`config.mk`:
```
export PLATFORM = sky130hd
export DESIGN_NAME = mitp_top
export DESIGN_NICKNAME = d
export VERILOG_FILES = /design/src/mitp_pkg.sv /design/src/mitp_sync.sv /design/src/mitp_tick.sv /design/src/mitp_top.sv
export SDC_FILE = /design/constraint.sdc
export NUM_CORES = 1
export LEC_CHECK = 0
export BUFFER_PORTS_ARGS = -buffer_cell sky130_fd_sc_hd__buf_4
export CORE_MARGIN = 2
export CORE_UTILIZATION = 40
export CTS_CLUSTER_DIAMETER = 100
export DETAILED_ROUTE_END_ITERATION = 16
export PLACE_DENSITY = 0.67
export SETUP_SLACK_MARGIN = 0.2
export SLEW_MARGIN = 40
export SYNTH_ARGS = -nofsm -noshare
export SYNTH_HDL_FRONTEND = slang
export SYNTH_SLANG_ARGS = --single-unit
export TNS_END_PERCENT = 50
```
`constraint.sdc`:
```
create_clock -name core_clk -period 9.2 [get_ports core_clk]
set_input_delay 2.76 -clock core_clk [delete_from_list [all_inputs] [get_ports core_clk]]
set_output_delay 2.76 -clock core_clk [all_outputs]
set_load 0.05 [all_outputs]
```
`src/mitp_pkg.sv`:
```
// Package: register map, field layout and codes of the interrupt/tick block
package mitp_pkg;
   // ---------------------------------------------------------------
   // Bus and register map
   // ---------------------------------------------------------------
   localparam int ADDR_W = 8;
   localparam logic [7:0] OFS_IRQ_CTRL = 8'h00; // Enables, pull, edge
   localparam logic [7:0] OFS_IRQ_FLAG = 8'h04; // Request flags, W1C
   localparam logic [7:0] OFS_TMR_IRQ = 8'h08; // Timer flags/enables
   localparam logic [7:0] OFS_TICK_CTRL0 = 8'h0C;
   localparam logic [7:0] OFS_TICK_CTRL1 = 8'h10;
   localparam logic [7:0] OFS_PSC_CTRL = 8'h14; // prescaler_ctrl_reg
   localparam logic [7:0] OFS_STATUS = 8'h18; // Read-only state
   // ---------------------------------------------------------------
   // Field positions
   // ---------------------------------------------------------------
   localparam int NSRC = 6;
   localparam int CTRL_GIE = 0;
   localparam int CTRL_EN = 1;
   localparam int CTRL_PULL = 7;
   localparam int CTRL_EDGE = 8;
   localparam int TMR_AF = 0;
   localparam int TMR_PF = 2;
   localparam int TMR_AE = 4;
   localparam int TMR_PE = 6;
   localparam int TBC_ON = 7;
   localparam int PSC_EN = 2;
   localparam int PSC_SUB = 1;
   localparam int STAT_REQ = 0;
   localparam int STAT_SRC = 1;
   localparam int STAT_STK = 4;
   // ---------------------------------------------------------------
   // Reset values and codes
   // ---------------------------------------------------------------
   localparam logic [7:0] RST_TBC = 8'h00;
   localparam logic [2:0] RST_PSC = 3'h0;
   localparam logic [1:0] EDGE_OFF = 2'h0;
   localparam logic [1:0] EDGE_RISE = 2'h1;
   localparam logic [1:0] EDGE_FALL = 2'h2;
   localparam logic [1:0] EDGE_BOTH = 2'h3;
   localparam logic [1:0] SEL_SYS = 2'h0;
   localparam logic [1:0] SEL_DIV4 = 2'h1;
   localparam logic [1:0] DIV4_LAST = 2'h3;
   // Sources in falling priority
   typedef enum logic [2:0] {
      SRC_EXT, SRC_GRP0, SRC_GRP1, SRC_TICK0, SRC_TICK1, SRC_CONV
   } mitp_src_e;
   // Vector address of each source
   function automatic logic [7:0] mitp_vec(input mitp_src_e s);
      case (s)
         SRC_EXT: mitp_vec = 8'h04;
         SRC_GRP0: mitp_vec = 8'h08;
         SRC_GRP1: mitp_vec = 8'h0C;
         SRC_TICK0: mitp_vec = 8'h10;
         SRC_TICK1: mitp_vec = 8'h14;
         default: mitp_vec = 8'h1C;
      endcase
   endfunction : mitp_vec
endpackage : mitp_pkg

```
`src/mitp_sync.sv`:
```
// Two-flop synchroniser for pin-level inputs
`timescale 1ns/1ns
module mitp_sync #(
   parameter int W = 2
) (
   input wire logic core_clk,
   input wire logic rst,
   input wire logic [W-1:0] async_in,
   output logic [W-1:0] sync_out
);
   // ---------------------------------------------------------------
   // State
   // ---------------------------------------------------------------
   typedef struct packed {
      logic [W-1:0] s1; // First stage, read only by s2
      logic [W-1:0] s2; // Safe stage
   } mitp_sync_s;
   mitp_sync_s q, d;
   // Shift the pins through both stages
   always_comb begin
      d.s1 = async_in;
      d.s2 = q.s1;
   end
   // Register the copy
   always_ff @(posedge core_clk or posedge rst) begin
      if (rst) begin
         q <= '0;
      end else begin
         q <= d;
      end
   end
   assign sync_out = q.s2;
endmodule : mitp_sync

```
`src/mitp_tick.sv`:
```
// Time-base divider: counts prescaler steps, pulses on overflow
`timescale 1ns/1ns
module mitp_tick #(
   parameter int CNT_W = 16,
   parameter int TB_BASE = 8
) (
   input wire logic core_clk,
   input wire logic rst,
   input wire logic step,
   input wire logic tick_on,
   input wire logic [2:0] ratio,
   output logic ovf
);
   // ---------------------------------------------------------------
   // State
   // ---------------------------------------------------------------
   typedef struct packed {
      logic [CNT_W-1:0] cnt; // Steps seen so far
      logic ovf; // Overflow pulse
   } mitp_tick_s;
   mitp_tick_s q, d;
   logic [CNT_W-1:0] lim; // Last count of the selected period
   // Period is 2^(base+ratio) prescaler steps
   always_comb begin
      lim = CNT_W'((32'h1 << (TB_BASE + int'(ratio))) - 32'h1);
      d = q;
      d.ovf = 1'b0;
      if (!tick_on) begin
         // Stopped divider restarts from zero
         d.cnt = '0;
      end else if (step) begin
         if (q.cnt == lim) begin
            d.cnt = '0;
            d.ovf = 1'b1;
         end else begin
            d.cnt = q.cnt + 1'b1;
         end
      end
   end
   // Register the copy
   always_ff @(posedge core_clk or posedge rst) begin
      if (rst) begin
         q <= '0;
      end else begin
         q <= d;
      end
   end
   assign ovf = q.ovf;
endmodule : mitp_tick

```
`src/mitp_top.sv`:
```
// Interrupt request, priority and time-base prescaler logic
`timescale 1ns/1ns
// Operation
// - Selected pin edge sets external flag
// - External vectors need global and own enable
// - No vector call while stack full
// - External service clears flag and global enable
// - Pin pull-high stays valid as interrupt
// - Edge select: rising, falling, both, off
// - Two group interrupts built from timers
// - Enabled member request sets its group flag
// - Group service clears only group, global
// - Conversion done sets converter flag
// - Converter vectors with enables, self-clears
// - Each timer: match A and P sources
// - Timer needs global, own, group enables
// - Divider overflow sets tick flag, serviced
// - Tick ratio selects longer periods
// - Source select: sys, sys/4, sub clock
// - Enable bit gates prescaler clock
// - Prescaler bits seven to three read zero
// - Global disable blocks vectors, flags record
// - New flag wakes device from sleep
module mitp_top
   import mitp_pkg::*;
#(
   parameter int TICK_CNT_W = 16,
   parameter int TB_BASE = 8
) (
   input wire logic core_clk,
   input wire logic rst,
   input wire logic psel,
   input wire logic penable,
   input wire logic pwrite,
   input wire logic [mitp_pkg::ADDR_W-1:0] paddr,
   input wire logic [31:0] pwdata,
   output logic [31:0] prdata,
   output logic pready,
   output logic pslverr,
   input wire logic ext_irq_pin,
   input wire logic slow_clk,
   input wire logic [1:0] tmr_match_a,
   input wire logic [1:0] tmr_match_p,
   input wire logic conv_done,
   input wire logic stack_full,
   input wire logic irq_ack,
   input wire logic sleep_mode,
   output logic irq_req,
   output logic [7:0] irq_vector,
   output logic wake_pulse,
   output logic pin_pullup_en,
   output logic prescaler_clk
);
   import mitp_pkg::*;

   // ---------------------------------------------------------------
   // State
   // ---------------------------------------------------------------
   typedef struct packed {
      logic gie; // global_irq_en
      logic [NSRC-1:0] en; // Per-source enables, priority order
      logic pull; // Pull-high select of the pin
      logic [1:0] edge_sel; // edge_select_reg
      logic [NSRC-1:0] flg; // Request flags, priority order
      logic [1:0] tm_af; // Timer match A flags
      logic [1:0] tm_pf; // Timer match P flags
      logic [1:0] tm_ae; // Timer match A enables
      logic [1:0] tm_pe; // Timer match P enables
      logic [7:0] tbc0; // tick_ctrl_reg of divider 0
      logic [7:0] tbc1; // tick_ctrl_reg of divider 1
      logic [2:0] psc; // prescaler_ctrl_reg
      logic [1:0] div4; // System clock quarter counter
      logic pin_prev; // Last synchronised pin level
      logic sub_prev; // Last synchronised sub clock level
      logic psc_pulse; // prescaler_clk enable pulse
      logic req; // Vector request to the core
      mitp_src_e src; // Source behind the request
      logic [7:0] vec; // Vector address
      logic wake; // Wake pulse
      logic pready; // APB answer
      logic [31:0] prdata; // APB read data
      logic pslverr; // APB error
   } mitp_top_s;
   mitp_top_s q, d;

   // ---------------------------------------------------------------
   // Pin synchronisers and tick dividers
   // ---------------------------------------------------------------
   logic [1:0] pin_s; // [0] pin, [1] sub clock
   logic [1:0] tick_ovf; // Divider overflow pulses
   logic [7:0] tbc [2]; // Tick controls as an array

   mitp_sync #(.W(2)) u_sync (
      .core_clk(core_clk),
      .rst(rst),
      .async_in({slow_clk, ext_irq_pin}),
      .sync_out(pin_s)
   );

   assign tbc[0] = q.tbc0;
   assign tbc[1] = q.tbc1;

   // One divider per time-base interrupt
   for (genvar g = 0; g < 2; g++) begin : g_tick
      mitp_tick #(.CNT_W(TICK_CNT_W), .TB_BASE(TB_BASE)) u_tick (
         .core_clk(core_clk),
         .rst(rst),
         .step(q.psc_pulse),
         .tick_on(tbc[g][TBC_ON]),
         .ratio(tbc[g][2:0]),
         .ovf(tick_ovf[g])
      );
   end

   // ---------------------------------------------------------------
   // Event decode
   // ---------------------------------------------------------------
   logic pin_rise; // Rising edge on the pin
   logic pin_fall; // Falling edge on the pin
   logic sub_rise; // Rising edge of the sub clock
   logic ext_set; // Selected edge seen
   logic [1:0] grp_set; // Enabled member raised its flag
   logic [NSRC-1:0] set; // All flag set events
   logic acc; // APB access phase
   logic hit; // Address maps to a register
   logic done; // Completing APB edge
   logic [31:0] rd; // Read mux

   // Edges come from the second stage only
   always_comb begin
      pin_rise = pin_s[0] & ~q.pin_prev;
      pin_fall = ~pin_s[0] & q.pin_prev;
      sub_rise = pin_s[1] & ~q.sub_prev;
      // Off code sets no flag from either pin edge; the pull-high select still applies
      unique case (q.edge_sel)
         EDGE_RISE: ext_set = pin_rise;
         EDGE_FALL: ext_set = pin_fall;
         EDGE_BOTH: ext_set = pin_rise | pin_fall;
         default: ext_set = 1'b0;
      endcase
      // A member with its own enable clear stays out of the group
      grp_set = (tmr_match_a & q.tm_ae) | (tmr_match_p & q.tm_pe);
      set = {conv_done, tick_ovf, grp_set, ext_set};
   end

   // ---------------------------------------------------------------
   // APB decode and read mux
   // ---------------------------------------------------------------
   always_comb begin
      acc = psel & penable;
      done = acc & q.pready;
      hit = 1'b1;
      rd = '0;
      unique case (paddr)
         OFS_IRQ_CTRL: begin
            rd[CTRL_GIE] = q.gie;
            rd[CTRL_EN +: NSRC] = q.en;
            rd[CTRL_PULL] = q.pull;
            rd[CTRL_EDGE +: 2] = q.edge_sel;
         end
         OFS_IRQ_FLAG: rd[NSRC-1:0] = q.flg;
         OFS_TMR_IRQ: begin
            rd[TMR_AF +: 2] = q.tm_af;
            rd[TMR_PF +: 2] = q.tm_pf;
            rd[TMR_AE +: 2] = q.tm_ae;
            rd[TMR_PE +: 2] = q.tm_pe;
         end
         OFS_TICK_CTRL0: rd[7:0] = q.tbc0;
         OFS_TICK_CTRL1: rd[7:0] = q.tbc1;
         OFS_PSC_CTRL: rd[2:0] = q.psc;
         OFS_STATUS: begin
            rd[STAT_REQ] = q.req;
            rd[STAT_SRC +: 3] = q.src;
            rd[STAT_STK] = stack_full;
         end
         default: hit = 1'b0;
      endcase
   end

   // ---------------------------------------------------------------
   // Next state
   // ---------------------------------------------------------------
   always_comb begin
      d = q;
      d.pin_prev = pin_s[0];
      d.sub_prev = pin_s[1];
      // One wait state: answer on the second access cycle
      d.pready = acc & ~q.pready;
      d.prdata = '0;
      d.pslverr = 1'b0;
      if (acc && !q.pready) begin
         d.prdata = pwrite ? '0 : rd;
         d.pslverr = ~hit;
      end
      // Writes land on the edge that completes the transfer
      if (done && pwrite && hit) begin
         unique case (paddr)
            OFS_IRQ_CTRL: begin
               d.gie = pwdata[CTRL_GIE];
               d.en = pwdata[CTRL_EN +: NSRC];
               d.pull = pwdata[CTRL_PULL];
               d.edge_sel = pwdata[CTRL_EDGE +: 2];
            end
            OFS_IRQ_FLAG: d.flg = q.flg & ~pwdata[NSRC-1:0];
            OFS_TMR_IRQ: begin
               // Member flags only clear by software
               d.tm_af = q.tm_af & ~pwdata[TMR_AF +: 2];
               d.tm_pf = q.tm_pf & ~pwdata[TMR_PF +: 2];
               d.tm_ae = pwdata[TMR_AE +: 2];
               d.tm_pe = pwdata[TMR_PE +: 2];
            end
            OFS_TICK_CTRL0: d.tbc0 = pwdata[7:0];
            OFS_TICK_CTRL1: d.tbc1 = pwdata[7:0];
            OFS_PSC_CTRL: d.psc = pwdata[2:0];
            default: d.psc = q.psc;
         endcase
      end
      // Service: own flag and global enable drop, members stay
      if (irq_ack && q.req) begin
         d.flg[q.src] = 1'b0;
         d.gie = 1'b0;
      end
      // Hardware sets win over any clear in the same cycle
      d.flg = d.flg | set;
      d.tm_af = d.tm_af | tmr_match_a;
      d.tm_pf = d.tm_pf | tmr_match_p;
      // Only a newly raised flag wakes; one already set does not
      d.wake = sleep_mode & |(d.flg & ~q.flg);
      // Lowest index pending wins
      d.req = 1'b0;
      d.src = SRC_EXT;
      for (int i = NSRC - 1; i >= 0; i--) begin
         if (d.flg[i] && d.en[i]) begin
            d.req = 1'b1;
            d.src = mitp_src_e'(i[2:0]);
         end
      end
      // Global enable and free stack space gate every vector
      d.req = d.req & d.gie & ~stack_full;
      d.vec = mitp_vec(d.src);
      // Prescaler: quarter counter runs only while enabled
      d.div4 = q.psc[PSC_EN] ? q.div4 + 1'b1 : '0;
      if (!q.psc[PSC_EN]) begin
         d.psc_pulse = 1'b0;
      end else if (q.psc[PSC_SUB]) begin
         d.psc_pulse = sub_rise;
      end else if (q.psc[1:0] == SEL_DIV4) begin
         d.psc_pulse = (q.div4 == DIV4_LAST);
      end else begin
         d.psc_pulse = 1'b1;
      end
   end

   // Register the copy; all control starts cleared
   always_ff @(posedge core_clk or posedge rst) begin
      if (rst) begin
         q <= '0;
         q.tbc0 <= RST_TBC;
         q.tbc1 <= RST_TBC;
         q.psc <= RST_PSC;
      end else begin
         q <= d;
      end
   end

   // ---------------------------------------------------------------
   // Outputs, all from flip-flops
   // ---------------------------------------------------------------
   assign prdata = q.prdata;
   assign pready = q.pready;
   assign pslverr = q.pslverr;
   assign irq_req = q.req;
   assign irq_vector = q.vec;
   assign wake_pulse = q.wake;
   assign pin_pullup_en = q.pull;
   assign prescaler_clk = q.psc_pulse;
endmodule : mitp_top

```
[After elaboration in Yosys (flattened, before gate mapping)]
Index checks and enable logic that the tools add are counted.
Storage, ports and cells
  logic and storage cells: 153
  register bits: 133
  input bits: 55
  output and inout port bits: 46
Cells by class
  mux-type cells: 41
  add/subtract/negate cells: 7
  eq/ne operators: 19
  reductions and logical operators: 21
  shift-type cells: 2
  order comparisons: 2
  bitwise operators: 32
Operators by type and width (count)
  16-bit two-way mux: 4
  1-bit by 32-bit left shift with 16-bit output, first input constant: 2
  43-bit two-way mux: 1
  17-bit two-way mux: 2
  16-bit by 1-bit adder with 16-bit output, second input constant: 2
  16-bit equality test: 2
  16-bit by 1-bit subtractor with 16-bit output, second input constant: 2
  5-bit one-hot mux with 5 select lines: 1
  8-bit by 5-bit equality test with 1-bit output, second input constant: 3
  4-bit two-way mux: 6
  8-bit two-way mux: 3
  3-bit one-hot mux with 7 select lines: 1
  10-bit two-way mux: 2
  6-bit AND: 3
  6-bit inverter: 3
  8-bit by 4-bit equality test with 1-bit output, second input constant: 2
  6-bit two-way mux: 2
  2-bit one-hot mux with 6 select lines: 1
  1-bit logical AND: 11
  11-bit two-way mux: 1
  4-bit by 3-bit adder with 5-bit output, first input constant: 2
  1-bit two-way mux: 10
  2-bit AND reduction: 5
  1-bit AND: 9
  other kinds (27): 44

[Logic depth before layout (Yosys ltp)]
Gate-level depths: netlist of run 1.
  depth after elaboration: 17
  mapped depth: 12
  gate-level depth less buffers: 9

[Modules after synthesis]
From an unflattened synthesis of run 1, not the netlist that was laid out.
Unflattened totals
  cells, all modules: 612
  area total of the unflattened synthesis: 6199.7 µm²
Modules (own cells, without submodules)
  mitp_top: times used 1, area an instance 3483.3 µm², sequential area each 1701.6 µm², cells each 311
  mitp_tick: times used 2, area an instance 1306.3 µm², sequential area each 425.4 µm², cells each 148
  mitp_sync: times used 1, area an instance 103.8 µm², sequential area each 100.1 µm², cells each 5

[Least setup slack after synthesis of run 1]
OpenSTA, ideal clock, no wires.
  path type: input-to-reg
  start: input port paddr[5] (netlist name)
  end: register q[43] (netlist name)
  data arrival time: 4.730 ns
  stages on the path: 7
  setup slack: 4.386 ns
  required time: 9.116 ns
  path buffers: 1
  library setup time: 0.084 ns
  cells stage by stage: or3_1 buf_6 nor4_4 mux2_2 a211oi_2 o21ai_0 a21boi_0
RTL lines
  start: declaration: line mitp_top.sv:35  | input wire logic [mitp_pkg::ADDR_W-1:0] paddr,
  end: declaration: line mitp_top.sv:84  | mitp_top_s q, d;

==> summary.md, run 1 <==
| Metric | Value |
|---|---|
| Setup CP Type | input pin to flip-flop |
| GRT Total Usage | 0.188 |
| Resize count post-CTS | 0 |
| Num ports | 101 |
| Yosys warns | 0 |
| Layout cells sized above 1 | 0.197 |
| RSZ-0062 raised after global routing | no |
| Drt drc | 0 |
| Routed WL | between 10000 and 15000 um |
| Syn_area_per_cell | between 9 and 10 um2 |
| Vias | roughly 4.3k |
| Die width | about 120 um |
| First-pass GRT wire length | between 20000 and 25000 um |
| Lkg Pwr | 2.86 nW |
| TritonRoute pass-1 iters | 8 |
| Placer Congestion | 0.920 |
| GRT Residual Overflow | 0 |
| Post-synthesis sequential area ratio | 0.473 |
| CTS tree | yes |
| Fmax | roughly 0.20 GHz |
| Crit share post-route | 0.533 |
| Syn Std Cell Area | 5610 um2 |
| Net Sw Frac | 0.237 |
| Worst setup EP type | flip-flop |
| Reg-to-reg startpoint | q[57] |
| Routed WL per cell | between 15 and 20 um |
| CP Buf/Inv Count | 1 |
| Hold/Removal Path Class | flip-flop to flip-flop |
| Internal power | 0.707 mW |
| Mapped Cells | 567 |
| Worst r2r path cells | 8 |
| Number of flops mapped to enable cells by yosys | 0 |
| Die Y | roughly 120 um |
| PD cells | around 150 nW/um2 |
| Relative slew slack | 0.445 |
| Half-perimeter wire length after placement | approximately 9900 um |
| Final ANT Viol Nets | 0 |
| Synthesized flop and latch total | 106 |
| Clk root buf | clkbuf_16 |
| Fin. Hold Viols | 0 |
| Primary flip-flop cell chosen by synthesis mapping | dfrtp_1 |
| Netlist cell types | 59 |
| Clock buffer count from CTS | 9 |
| Clock power frac | 0.424 |
| Largest vdd supply drop | 0.115 mV |
| Filler-free cell count of the finished design | 784 |
| Final net count | 661 |
| Initial antenna violation count | 0 |
| CTS Hold Bufs | 0 |
| Highest-delay cell along the critical path | nor4_1 |
| Area growth, synth to finish | 12.3% |
| Maxcap violations | 0 |
| Hold Crit Endpoint | u_sync.sync_out[0] |
| Worst-path cell chain | buf_4, or3_1, nor4_1, a21oi_1, o21bai_1, and3_4, and3_1 |
| Worst-margin pin slew | 0.825 ns |
| Worst-skew pair later-pin latency | roughly 0.35 ns |
| H-tree depth | 3 |
| Final min period | just under 5 ns |
| Skew final | 0.00529 ns |
| Iter 0 DRT Violations | 360 |
| Status | completed |
| Worst path max stage delay | 0.78 ns |
| Initial Util | 0.408 |
| Setup violators final | 0 |
| P_sw | roughly 0.22 mW |
| Cells after DPL | 769 |
| Asr flop ratio synth | 1.00 |
| Critical path arrival | 5.19 ns |
| Sinks on Clock Net | 106 |
| Logic pwr share | 0.069 |
| Flop2flop setup slack | slightly above 6 ns |
| Critical Path RT | roughly 9.5 ns |
| Critical Path Fanout Max | 9 |
| Diode count | 0 |
| Fillers | 1336 |
| Slew Viols, Final | 0 |
| I/O Buffers | 51 |
| Hold_sp | u_sync.d[0] |
| Worst Hold Depth | 0 |
| Total Die Area | between 10000 and 15000 um2 |
| Vias in the first global route | 4179 |
| # rows | 43 |
| Longest Clk Path Bufs | 2 |
| Startpoint types | input pin |
| Core ar. | 13800 um2 |
| Avg Vias per Cell | 5.52 |
| Sequential share of power | 0.507 |
| Reg2reg end | g_tick[1].u_tick.q[8] |
| Setup TNS | 0 ns |
| Largest net degree at the start of global routing | 65 |
| Setup Fix Bufs, Post-CTS | 0 |
| Crit-path leading delay family | simple AND/OR/NAND/NOR gates |
| Clk slew on worst S/H paths | 0.07 ns |
worst register-to-register path: stages, from the launching register on:
cell and delay, ns:
dfrtp_1 0.50, or3_1 0.42, ha_1 0.28, xor2_1 0.18
and4_1 0.21, o2111a_1 0.29, a31oi_4 0.61, o21ai_0 0.22
a31oi_1 0.20
cell type report:
cell class,count,area [um2],area share
clock inverters,4,51.3,0.00814
multi-input cells,412,2640,0.419
inverters,17,66.3,0.0105
flip-flops and latches,106,2650,0.421
repair buffers,54,413,0.0655
well taps,180,225,0.0357
clock buffers,11,253,0.0401
cells in the final DEF (no fill, tap or decap), types with 16 or more instances in the layout:
cell,Yosys,final
buf_4,40,52
nand2_1,50,50
nand3_1,19,19
a31oi_1,23,22
mux2_2,34,34
dfrtp_1,106,106
a21oi_1,32,32
nor2_1,40,40
conb_1,1,27
o21ai_0,21,21
inv_1,17,16
state kept, by name, summed over array words and instances (netlist names):
| name | cells |
|---|---|
| g_tick.u_tick.ovf | 2 |
| g_tick.u_tick.q | 32 |
| irq_req | 1 |
| irq_vector | 3 |
| pin_pullup_en | 1 |
| prdata | 10 |
| pready | 1 |
| prescaler_clk | 1 |
| pslverr | 1 |
| q | 49 |
| u_sync.d | 2 |
| u_sync.sync_out | 2 |
| wake_pulse | 1 |
synthesized netlist by cell type (4+ instances only):
cell      number  area, um2
a22oi_1        6       45.0
a22o_1         9       78.8
a21o_1         7       52.6
nand2_1       50        188
ha_1           6       75.1
a21oi_1       32        160
nand2b_1      15       93.8
buf_4         40        300
dfrtp_1      106       2650
o22ai_1        4       25.0
buf_1          4       15.0
nor3_1        11       55.1
a31oi_1       23        144
inv_1         17       63.8
nor2_1        40        150
clkbuf_1       9       33.8
o21ai_0       21        105
nor4_1         4       25.0
xor2_1         6       52.6
and3_1         7       43.8
or3_1          6       37.5
nand4_1        4       25.0
mux2_2        34        383
or2_2          6       37.5
nand3_1       19       95.1
nor2b_1       10       62.6
and2_1         4       25.0
buf_2          4       20.0
mux2i_1       11        110
worst max path at each step:
stage | startpoint | end | depth (start not counted)
5_1_grt | paddr[5] | q[45] | 8
6_report | paddr[5] | q[45] | 7
2_1_floorplan | rst | g_tick[0].u_tick.ovf | 1
3_5_place_dp | paddr[5] | q[45] | 8
3_3_place_gp | paddr[5] | irq_vector[3] | 7
4_1_cts | paddr[5] | q[45] | 8
per-layer routing:
layer | wire [um] | track usage | vias up
met2 | 6220 | 0.295 | 116
li1 | - | - | 2043
met1 | 6340 | 0.266 | 2153
met5 | 0 | 0 | -
met3 | 492 | 0.0270 | 15
met4 | 219 | 0.0661 | 0
power by group through the flow:
stage | clock network (mW) | logic (mW) | registers, mW
final | 0.393 | 0.0639 | 0.469
after global routing | 0.419 | 0.0693 | 0.469
after CTS | 0.402 | 0.0645 | 0.469
after detailed placement | 0 | 0.0644 | 0.478
after global placement | 0 | 0.0633 | 0.478
after floorplan | 0 | 0.0498 | 0.480
per-stage QoR:
| step | hold slack, ns | instance area (um2) | total power, mW | utilization | setup WS (ns) |
|---|---|---|---|---|---|
| after global routing | 0.355 | 6300 | 0.958 | 0.457 | 4.11 |
| after floorplan | 0.331 | 5710 | 0.530 | - | 3.65 |
| final | 0.350 | 6300 | 0.927 | 0.457 | 4.29 |
| after global placement | 0.334 | 5960 | 0.542 | 0.433 | 3.75 |
| after detailed placement | 0.336 | 5980 | 0.543 | 0.434 | 3.94 |
| after CTS | 0.352 | 6290 | 0.935 | 0.456 | 4.29 |
kinds of logic after synthesis:
logic type | synth area share
AND/OR/NAND/NOR | 0.176
AO/OA/AOI/OAI | 0.156
flip-flops | 0.473
buffers and inverters | 0.0791
multiplexers | 0.0878
XOR/XNOR | 0.0140
adder cells (fa/ha/maj) | 0.0134
other | 0.000668
Power figures use the tool's default switching activity.
==> inputs of run 2 (changes only) <==
--- a/config.mk
+++ b/config.mk
@@ -10,7 +10,7 @@
 export CORE_UTILIZATION = 40
 export CTS_CLUSTER_DIAMETER = 100
 export DETAILED_ROUTE_END_ITERATION = 16
-export PLACE_DENSITY = 0.67
+export PLACE_DENSITY = 0.7
 export SETUP_SLACK_MARGIN = 0.2
 export SLEW_MARGIN = 40
 export SYNTH_ARGS = -nofsm -noshare
==> constraint.sdc (replaced) <==
create_clock -name core_clk -period 4 [get_ports core_clk]
set_input_delay 1.2 -clock core_clk [delete_from_list [all_inputs] [get_ports core_clk]]
set_output_delay 1.2 -clock core_clk [all_outputs]
set_load 0.05 [all_outputs]
==> run 2 against run 1 <==
Against the previous run:
- die area stayed put
- non-clock buffer count grew 6
- worst setup slack worse by 3.5 ns
- via count increased by 2.2%
- wire length shrank 1.2%
- sequential share of layout area decreased by 0.40 points
- register-to-register slack worse by 5.4 ns
- cell count up 0.89%
- highest routed layer unchanged
- combinational power is 140% higher
- sequential power increased by 130%
==> summary.md, run 2 (synthesized netlist as in run 1, its figures left out) <==
| Metric | Value |
|---|---|
| H-tree depth | 3 (unchanged) |
| Maxcap violations | 0 (unchanged) |
| Clk slew on worst S/H paths | 0.07 ns (about the same) |
| Final min period | 3.24 ns |
| Hold/Removal Path Class | flip-flop to flip-flop |
| Lkg Pwr | 2.90 nW (+1.3%) |
| I/O Buffers | 51 (unchanged) |
| Setup CP Type | input pin to flip-flop |
| Design Area, Final | 6360 um2 (+0.95%) |
| Avg Vias per Cell | 5.59 (+1.3%) |
| Critical Path Fanout Max | 9 (unchanged) |
| Clk root buf | clkbuf_16 |
| # rows | 43 (unchanged) |
| Clock buffer count from CTS | 9 (unchanged) |
| Routed WL per cell | 16.6 um (-2.1%) |
| Setup violators final | 0 (unchanged) |
| Placed Area | 6020 um2 (+0.65%) |
| Critical Path RT | 4.24 ns (-5.25 ns) |
| Skew final | 0.00669 ns (+0.00140 ns) |
| Resize count post-CTS | 0 (unchanged) |
| Largest net degree at the start of global routing | 52 (-20%) |
| Half-perimeter wire length after placement | 9420 um (-4.4%) |
| GRT Residual Overflow | 0 (unchanged) |
| Pre-CTS setup slack | 0.431 ns (-3.51 ns) |
| Util after Layout | 0.462 (+0.00436) |
| Vias in the first global route | 4068 (-2.7%) |
| Routed WL | 13100 um (-1.2%) |
| Status | completed |
| Initial Util | 0.408 (unchanged) |
| Die width | 122 um (unchanged) |
| Fin. Hold Viols | 0 (unchanged) |
| Die Y | 122 um (unchanged) |
| Sinks on Clock Net | 106 (unchanged) |
| Core ar. | 13800 um2 (unchanged) |
| Critical path arrival | 3.47 ns (-1.72 ns) |
| Worst setup EP type | flip-flop |
| Vias | 4424 (+2.2%) |
| Iter 0 DRT Violations | 388 (+7.8%) |
| Largest vdd supply drop | 0.204 mV (+77%) |
| Multi-input logic area | 2630 um2 (-0.33%) |
| TritonRoute pass-1 iters | 5 (-3) |
| Most frequent cells in the layout | 106 x dfrtp_1, 58 x buf_4, 50 x nand2_1 |
| Total Die Area | 15000 um2 (unchanged) |
| Longest Clk Path Bufs | 2 (unchanged) |
| Worst-skew pair later-pin latency | 0.35 ns (about the same) |
| Largest Register | q |
| Drt drc | 0 (unchanged) |
| Initial antenna violation count | 0 (unchanged) |
| Diode count | 0 (unchanged) |
| First-pass GRT wire length | 21000 um (-3.4%) |
| Layout cells sized above 1 | 0.206 (+0.00920) |
| Fillers | 1253 (-6.2%) |
| Placer Congestion | 0.885 (-3.8%) |
| Slew Viols, Final | 0 (unchanged) |
| CTS tree | yes |
| Num ports | 101 (unchanged) |
| FF+latch area | 2650 um2 (unchanged) |
| Area growth, synth to finish | 13.3% |
| Fmax | approximately 0.31 GHz |
| Pwr Total | 2.13 mW (+130%) |
| Worst-margin pin slew | 0.826 ns (+0.000410 ns) |
| Flop2flop setup slack | 0.83 ns (-5.38 ns) |
| PnR worst setup slack | 0.763 ns (-3.53 ns) |
| Startpoint types | input pin |
| RSZ-0062 raised after global routing | no |
| Setup Fix Bufs, Post-CTS | 0 (unchanged) |
| PD cells | 335 nW/um2 (+130%) |
| Final net count | 667 (+0.91%) |
| Setup TNS | 0 ns (unchanged) |
| Crit share post-route | 0.809 |
| Leading cell type in the layout, fill and taps excluded | dfrtp_1 |
| Largest register FFs | 49 (unchanged) |
| Final ANT Viol Nets | 0 (unchanged) |
| CTS Hold Bufs | 0 (unchanged) |
| GRT Total Usage | 0.181 (-0.00763) |
| Relative slew slack | 0.445 (+0.000566) |
==> run 2: metal layers <==
layer	global-route usage	vias up	part of all wire
met5	0	-	0
met4	0.0632	0	0.016
met3	0.0353	16	0.067
met2	0.278	170	0.46
met1	0.255	2184	0.46
li1	-	2054	-
==> run 2: report_power, final <==
part	internal [mW]	switching, mW
Combinational	0.0367	0.115
Clock	0.491	0.410
Sequential	1.08	0.00311
==> run 2: worst max-delay path: stages <==
cell     delay, ns
buf_4         0.11
or3_1         0.53
or2_2         0.45
nor2b_1       0.28
and2_1        0.49
mux2_2        0.39
==> run 2: stage by stage <==
step	cells	hold slack, ns
2_1_floorplan	593	0.331
3_3_place_gp	774	0.335
3_5_place_dp	774	0.340
4_1_cts	790	0.357
5_1_grt	791	0.370
6_report	791	0.356
==> run 2: cell type report <==
class | instances | area share
multi-input combinational | 412 | 0.414
clock buffer | 9 | 0.0354
tap | 180 | 0.0354
sequential | 106 | 0.417
inverter | 17 | 0.0106
clock inverter | 7 | 0.0120
timing repair buffer | 60 | 0.0759
==> run 2: path summary, 6_finish.rpt <==
check | startpoint | endpoint | depth (start not counted)
setup / recovery | paddr[5] | q[73] | 6
hold / removal | u_sync.d[1] | u_sync.sync_out[1] | 0
setup reg to reg | q[57] | g_tick[1].u_tick.q[8] | 9
hold reg to reg | u_sync.d[1] | u_sync.sync_out[1] | 0
max in group asynchronous | rst | q[85] | 3
min in group asynchronous | rst | u_sync.d[1] | 2
==> inputs of run 3 (changes only) <==
--- a/config.mk
+++ b/config.mk
@@ -5,6 +5,7 @@
 export SDC_FILE = /design/constraint.sdc
 export NUM_CORES = 1
 export LEC_CHECK = 0
+export ABC_AREA = 1
 export BUFFER_PORTS_ARGS = -buffer_cell sky130_fd_sc_hd__buf_4
 export CORE_MARGIN = 2
 export CORE_UTILIZATION = 40
==> constraint.sdc (replaced) <==
create_clock -name core_clk -period 2.9 [get_ports core_clk]
set_input_delay 0.87 -clock core_clk [delete_from_list [all_inputs] [get_ports core_clk]]
set_output_delay 0.87 -clock core_clk [all_outputs]
set_load 0.05 [all_outputs]
==> run 3 against run 2 <==
Against the previous run:
- first-iteration DRC count decreased by 5.9%
- clock power rose by 32%
- sequential cell count unchanged
- critical path type is now flip-flop to flip-flop
==> summary.md, run 3 <==
| Metric | Value |
|---|---|
| Status | completed |
| Layout cells sized above 1 | 0.153 (-0.0530) |
| Num ports | 101 (unchanged) |
| Fillers | 1350 (+7.7%) |
| Worst-margin pin slew | 0.597 ns (-0.229 ns) |
| Clock buffer count from CTS | 9 (unchanged) |
| Largest Register | q |
| Die width | 123 um (+0.84%) |
| Maxcap violations | 0 (unchanged) |
| Placed Area | 6220 um2 (+3.4%) |
| Setup violators final | 0 (unchanged) |
| Number of flops mapped to enable cells by yosys | 0 (unchanged) |
| Area contributors post-synth | dfrtp_1 46%, nand2_1 8.6%, inv_1 7.3% |
| First-pass GRT wire length | 21300 um (+1.3%) |
| Placer Congestion | 0.897 (+1.4%) |
| Final ANT Viol Nets | 0 (unchanged) |
| Worst setup EP type | flip-flop |
| Post-synthesis sequential area ratio | 0.465 (-0.00808) |
| Iter 0 DRT Violations | 365 (-5.9%) |
| Vias | 4688 (+6.0%) |
| Critical path arrival | 2.64 ns (-0.83 ns) |
| TritonRoute pass-1 iters | 5 (unchanged) |
| Initial Util | 0.410 (+0.00228) |
| Routed WL per cell | 13.8 um (-17%) |
| Netlist cell types | 47 (-20%) |
| Top cell type's share of synthesized area | 0.465 (-0.00808) |
| Slew Viols, Final | 0 (unchanged) |
| Final min period | roughly 2.4 ns |
| PnR worst setup slack | 0.465 ns (-0.299 ns) |
| Reg-to-reg startpoint | q[57] |
| Largest vdd supply drop | 0.263 mV (+29%) |
| Hold/Removal Path Class | flip-flop to flip-flop |
| Critical Path RT | 3.11 ns (-1.13 ns) |
| Setup CP Type | flip-flop to flip-flop |
| Net Sw Frac | 0.257 (+0.00958) |
| Core ar. | 13900 um2 (+1.2%) |
| H-tree depth | 3 (unchanged) |
| Avg Vias per Cell | 5.00 (-11%) |
| Routed WL | 13000 um (-1.1%) |
| Total Die Area | 15200 um2 (+1.7%) |
| GRT Residual Overflow | 0 (unchanged) |
| Fin. Hold Viols | 0 (unchanged) |
| Worst r2r path cells | 11 (+2) |
| Largest net degree at the start of global routing | 34 (-35%) |
| Relative slew slack | 0.601 (+0.156) |
| CTS tree | yes |
| Clk root buf | clkbuf_16 |
| # rows | 43 (unchanged) |
| Flop2flop setup slack | 0.46 ns (-0.37 ns) |
| Largest register FFs | 49 (unchanged) |
| Setup TNS | 0 ns (unchanged) |
| Mapped Cells | 694 (+22%) |
| Clk slew on worst S/H paths | 0.07 ns (about the same) |
| Syn Std Cell Area | 5710 um2 (+1.7%) |
| Half-perimeter wire length after placement | 9910 um (+5.2%) |
| Syn_area_per_cell | 8.23 um2 (-17%) |
| Initial antenna violation count | 0 (unchanged) |
| Worst Setup SP | q[57] |
| Fmax | 0.411 GHz |
| Asr flop ratio synth | 1.00 (unchanged) |
| Final net count | 813 (+22%) |
| Leading cell type in the layout, fill and taps excluded | nand2_1 |
| Sinks on Clock Net | 106 (unchanged) |
| Drt drc | 0 (unchanged) |
| RSZ-0062 raised after global routing | no |
| Die Y | 123 um (+0.84%) |
| Worst Setup EP | g_tick[1].u_tick.q[10] |
| Clock power frac | 0.380 (-0.043) |
| Reg2reg end | g_tick[1].u_tick.q[10] |
| Internal power | 2.32 mW (+45%) |
| Vias in the first global route | 4418 (+8.6%) |
| Skew final | 0.00850 ns (+0.00181 ns) |
| Startpoint types | flip-flop |
| Diode count | 0 (unchanged) |
| Logic pwr share | 0.114 (+0.043) |
| Sequential share of power | 0.506 (about the same) |
| Crit share post-route | 0.840 |
| Primary flip-flop cell chosen by synthesis mapping | dfrtp_1 |
| Lkg Pwr | 3.20 nW (+10%) |
| Count leader, synth | nand2_1 |
| Synthesized flop and latch total | 106 (unchanged) |
| Design Area, Final | 6540 um2 (+2.8%) |
| Area leader, netlist | dfrtp_1 |
| Critical Path Fanout Max | 7 (-2) |
| PD cells | 479 nW/um2 (+43%) |
| Yosys warns | 0 (unchanged) |
| I/O Buffers | 51 (unchanged) |
| Worst-skew pair later-pin latency | 0.34 ns (about the same) |
| Util after Layout | 0.469 (+0.00731) |
| GRT Total Usage | 0.178 (-0.00217) |
| Synth cell count leaders | 131 x nand2_1, 111 x inv_1, 106 x dfrtp_1 |
| Area growth, synth to finish | 14.5% |
| Most frequent cells in the layout | 131 x nand2_1, 110 x inv_1, 106 x dfrtp_1 |
| P_sw | 0.805 mW (+52%) |
| Longest Clk Path Bufs | 2 (unchanged) |
| Pre-CTS setup slack | 0.0981 ns (-0.332 ns) |
==> run 3: what timing repair did <==
item                                   CTS  global route
endpoints found under the hold margin    0             0
gates resized for setup                  0             2
setup buffers                            0             2
setup endpoints to repair                0             4
hold buffers                             0             0
==> run 3: power groups by stage <==
stage	Combinational, mW	Sequential [mW]	Clock [mW]
after global routing	0.395	1.59	1.28
after floorplan	0.280	1.61	0
after global placement	0.351	1.61	0
final	0.357	1.58	1.19
after detailed placement	0.357	1.61	0
after CTS	0.358	1.58	1.22
==> run 3: kinds of logic (layout without fill, tap and decap cells) <==
group,after synthesis,count (layout),share of synthesized area
and+or+nand+nor,250,250,0.199
buffers and inverters,167,204,0.138
AOI/OAI and AO/OA,143,143,0.151
DFF,106,106,0.465
xor gates and xnor gates,19,19,0.0291
adders and majority gates,6,6,0.0131
muxes,2,2,0.00394
other,1,27,0.000657
==> run 3: critical path, stage by stage (launching register included) <==
cell and delay, ns:
dfrtp_1 0.46, nor2_2 0.19, nand2_1 0.11, ha_1 0.33, xor2_1 0.15, nand2_1 0.07
a311oi_1 0.29, nand3_1 0.18, o21ai_4 0.28, a21oi_1 0.06, o21ai_0 0.08, o21ai_0 0.10
==> run 3: final cells by class <==
cell class              instances  area (um2)  area share
multi-input cells             447        2380       0.364
flip-flops and latches        106        2650       0.406
well taps                     180         225      0.0344
inverters                     119         450      0.0689
repair buffers                 69         543      0.0831
clock buffers                  12         236      0.0362
clock inverters                 4        52.6     0.00804
==> run 3: layer usage <==
layer  wire length (um)  vias to the layer above  share of wire  GRT usage
met5                  0                        -              0          0
li1                   -                     2313              -          -
met2               6120                      121           0.47      0.283
met3                570                       16          0.044     0.0254
met4                176                        0          0.014     0.0526
met1               6090                     2238           0.47      0.254
==> run 3: worst min-delay path by stage <==
stage / startpoint / slack [ns] / to / cells after the start
after floorplan: u_sync.d[0] / 0.33 / u_sync.sync_out[0] / 0
after global placement: u_sync.d[0] / 0.33 / u_sync.sync_out[0] / 0
after detailed placement: u_sync.d[1] / 0.34 / u_sync.sync_out[1] / 0
after CTS: u_sync.d[0] / 0.36 / u_sync.sync_out[0] / 0
after global routing: u_sync.d[1] / 0.36 / u_sync.sync_out[1] / 0
final: u_sync.d[1] / 0.36 / u_sync.sync_out[1] / 0
==> run 3: metrics by stage <==
stage | hold slack (ns) | total power [mW] | std cells
after CTS | 0.360 | 3.17 | 935
after global routing | 0.365 | 3.26 | 937
after floorplan | 0.331 | 1.89 | 720
after global placement | 0.334 | 1.96 | 919
final | 0.357 | 3.13 | 937
after detailed placement | 0.344 | 1.97 | 919
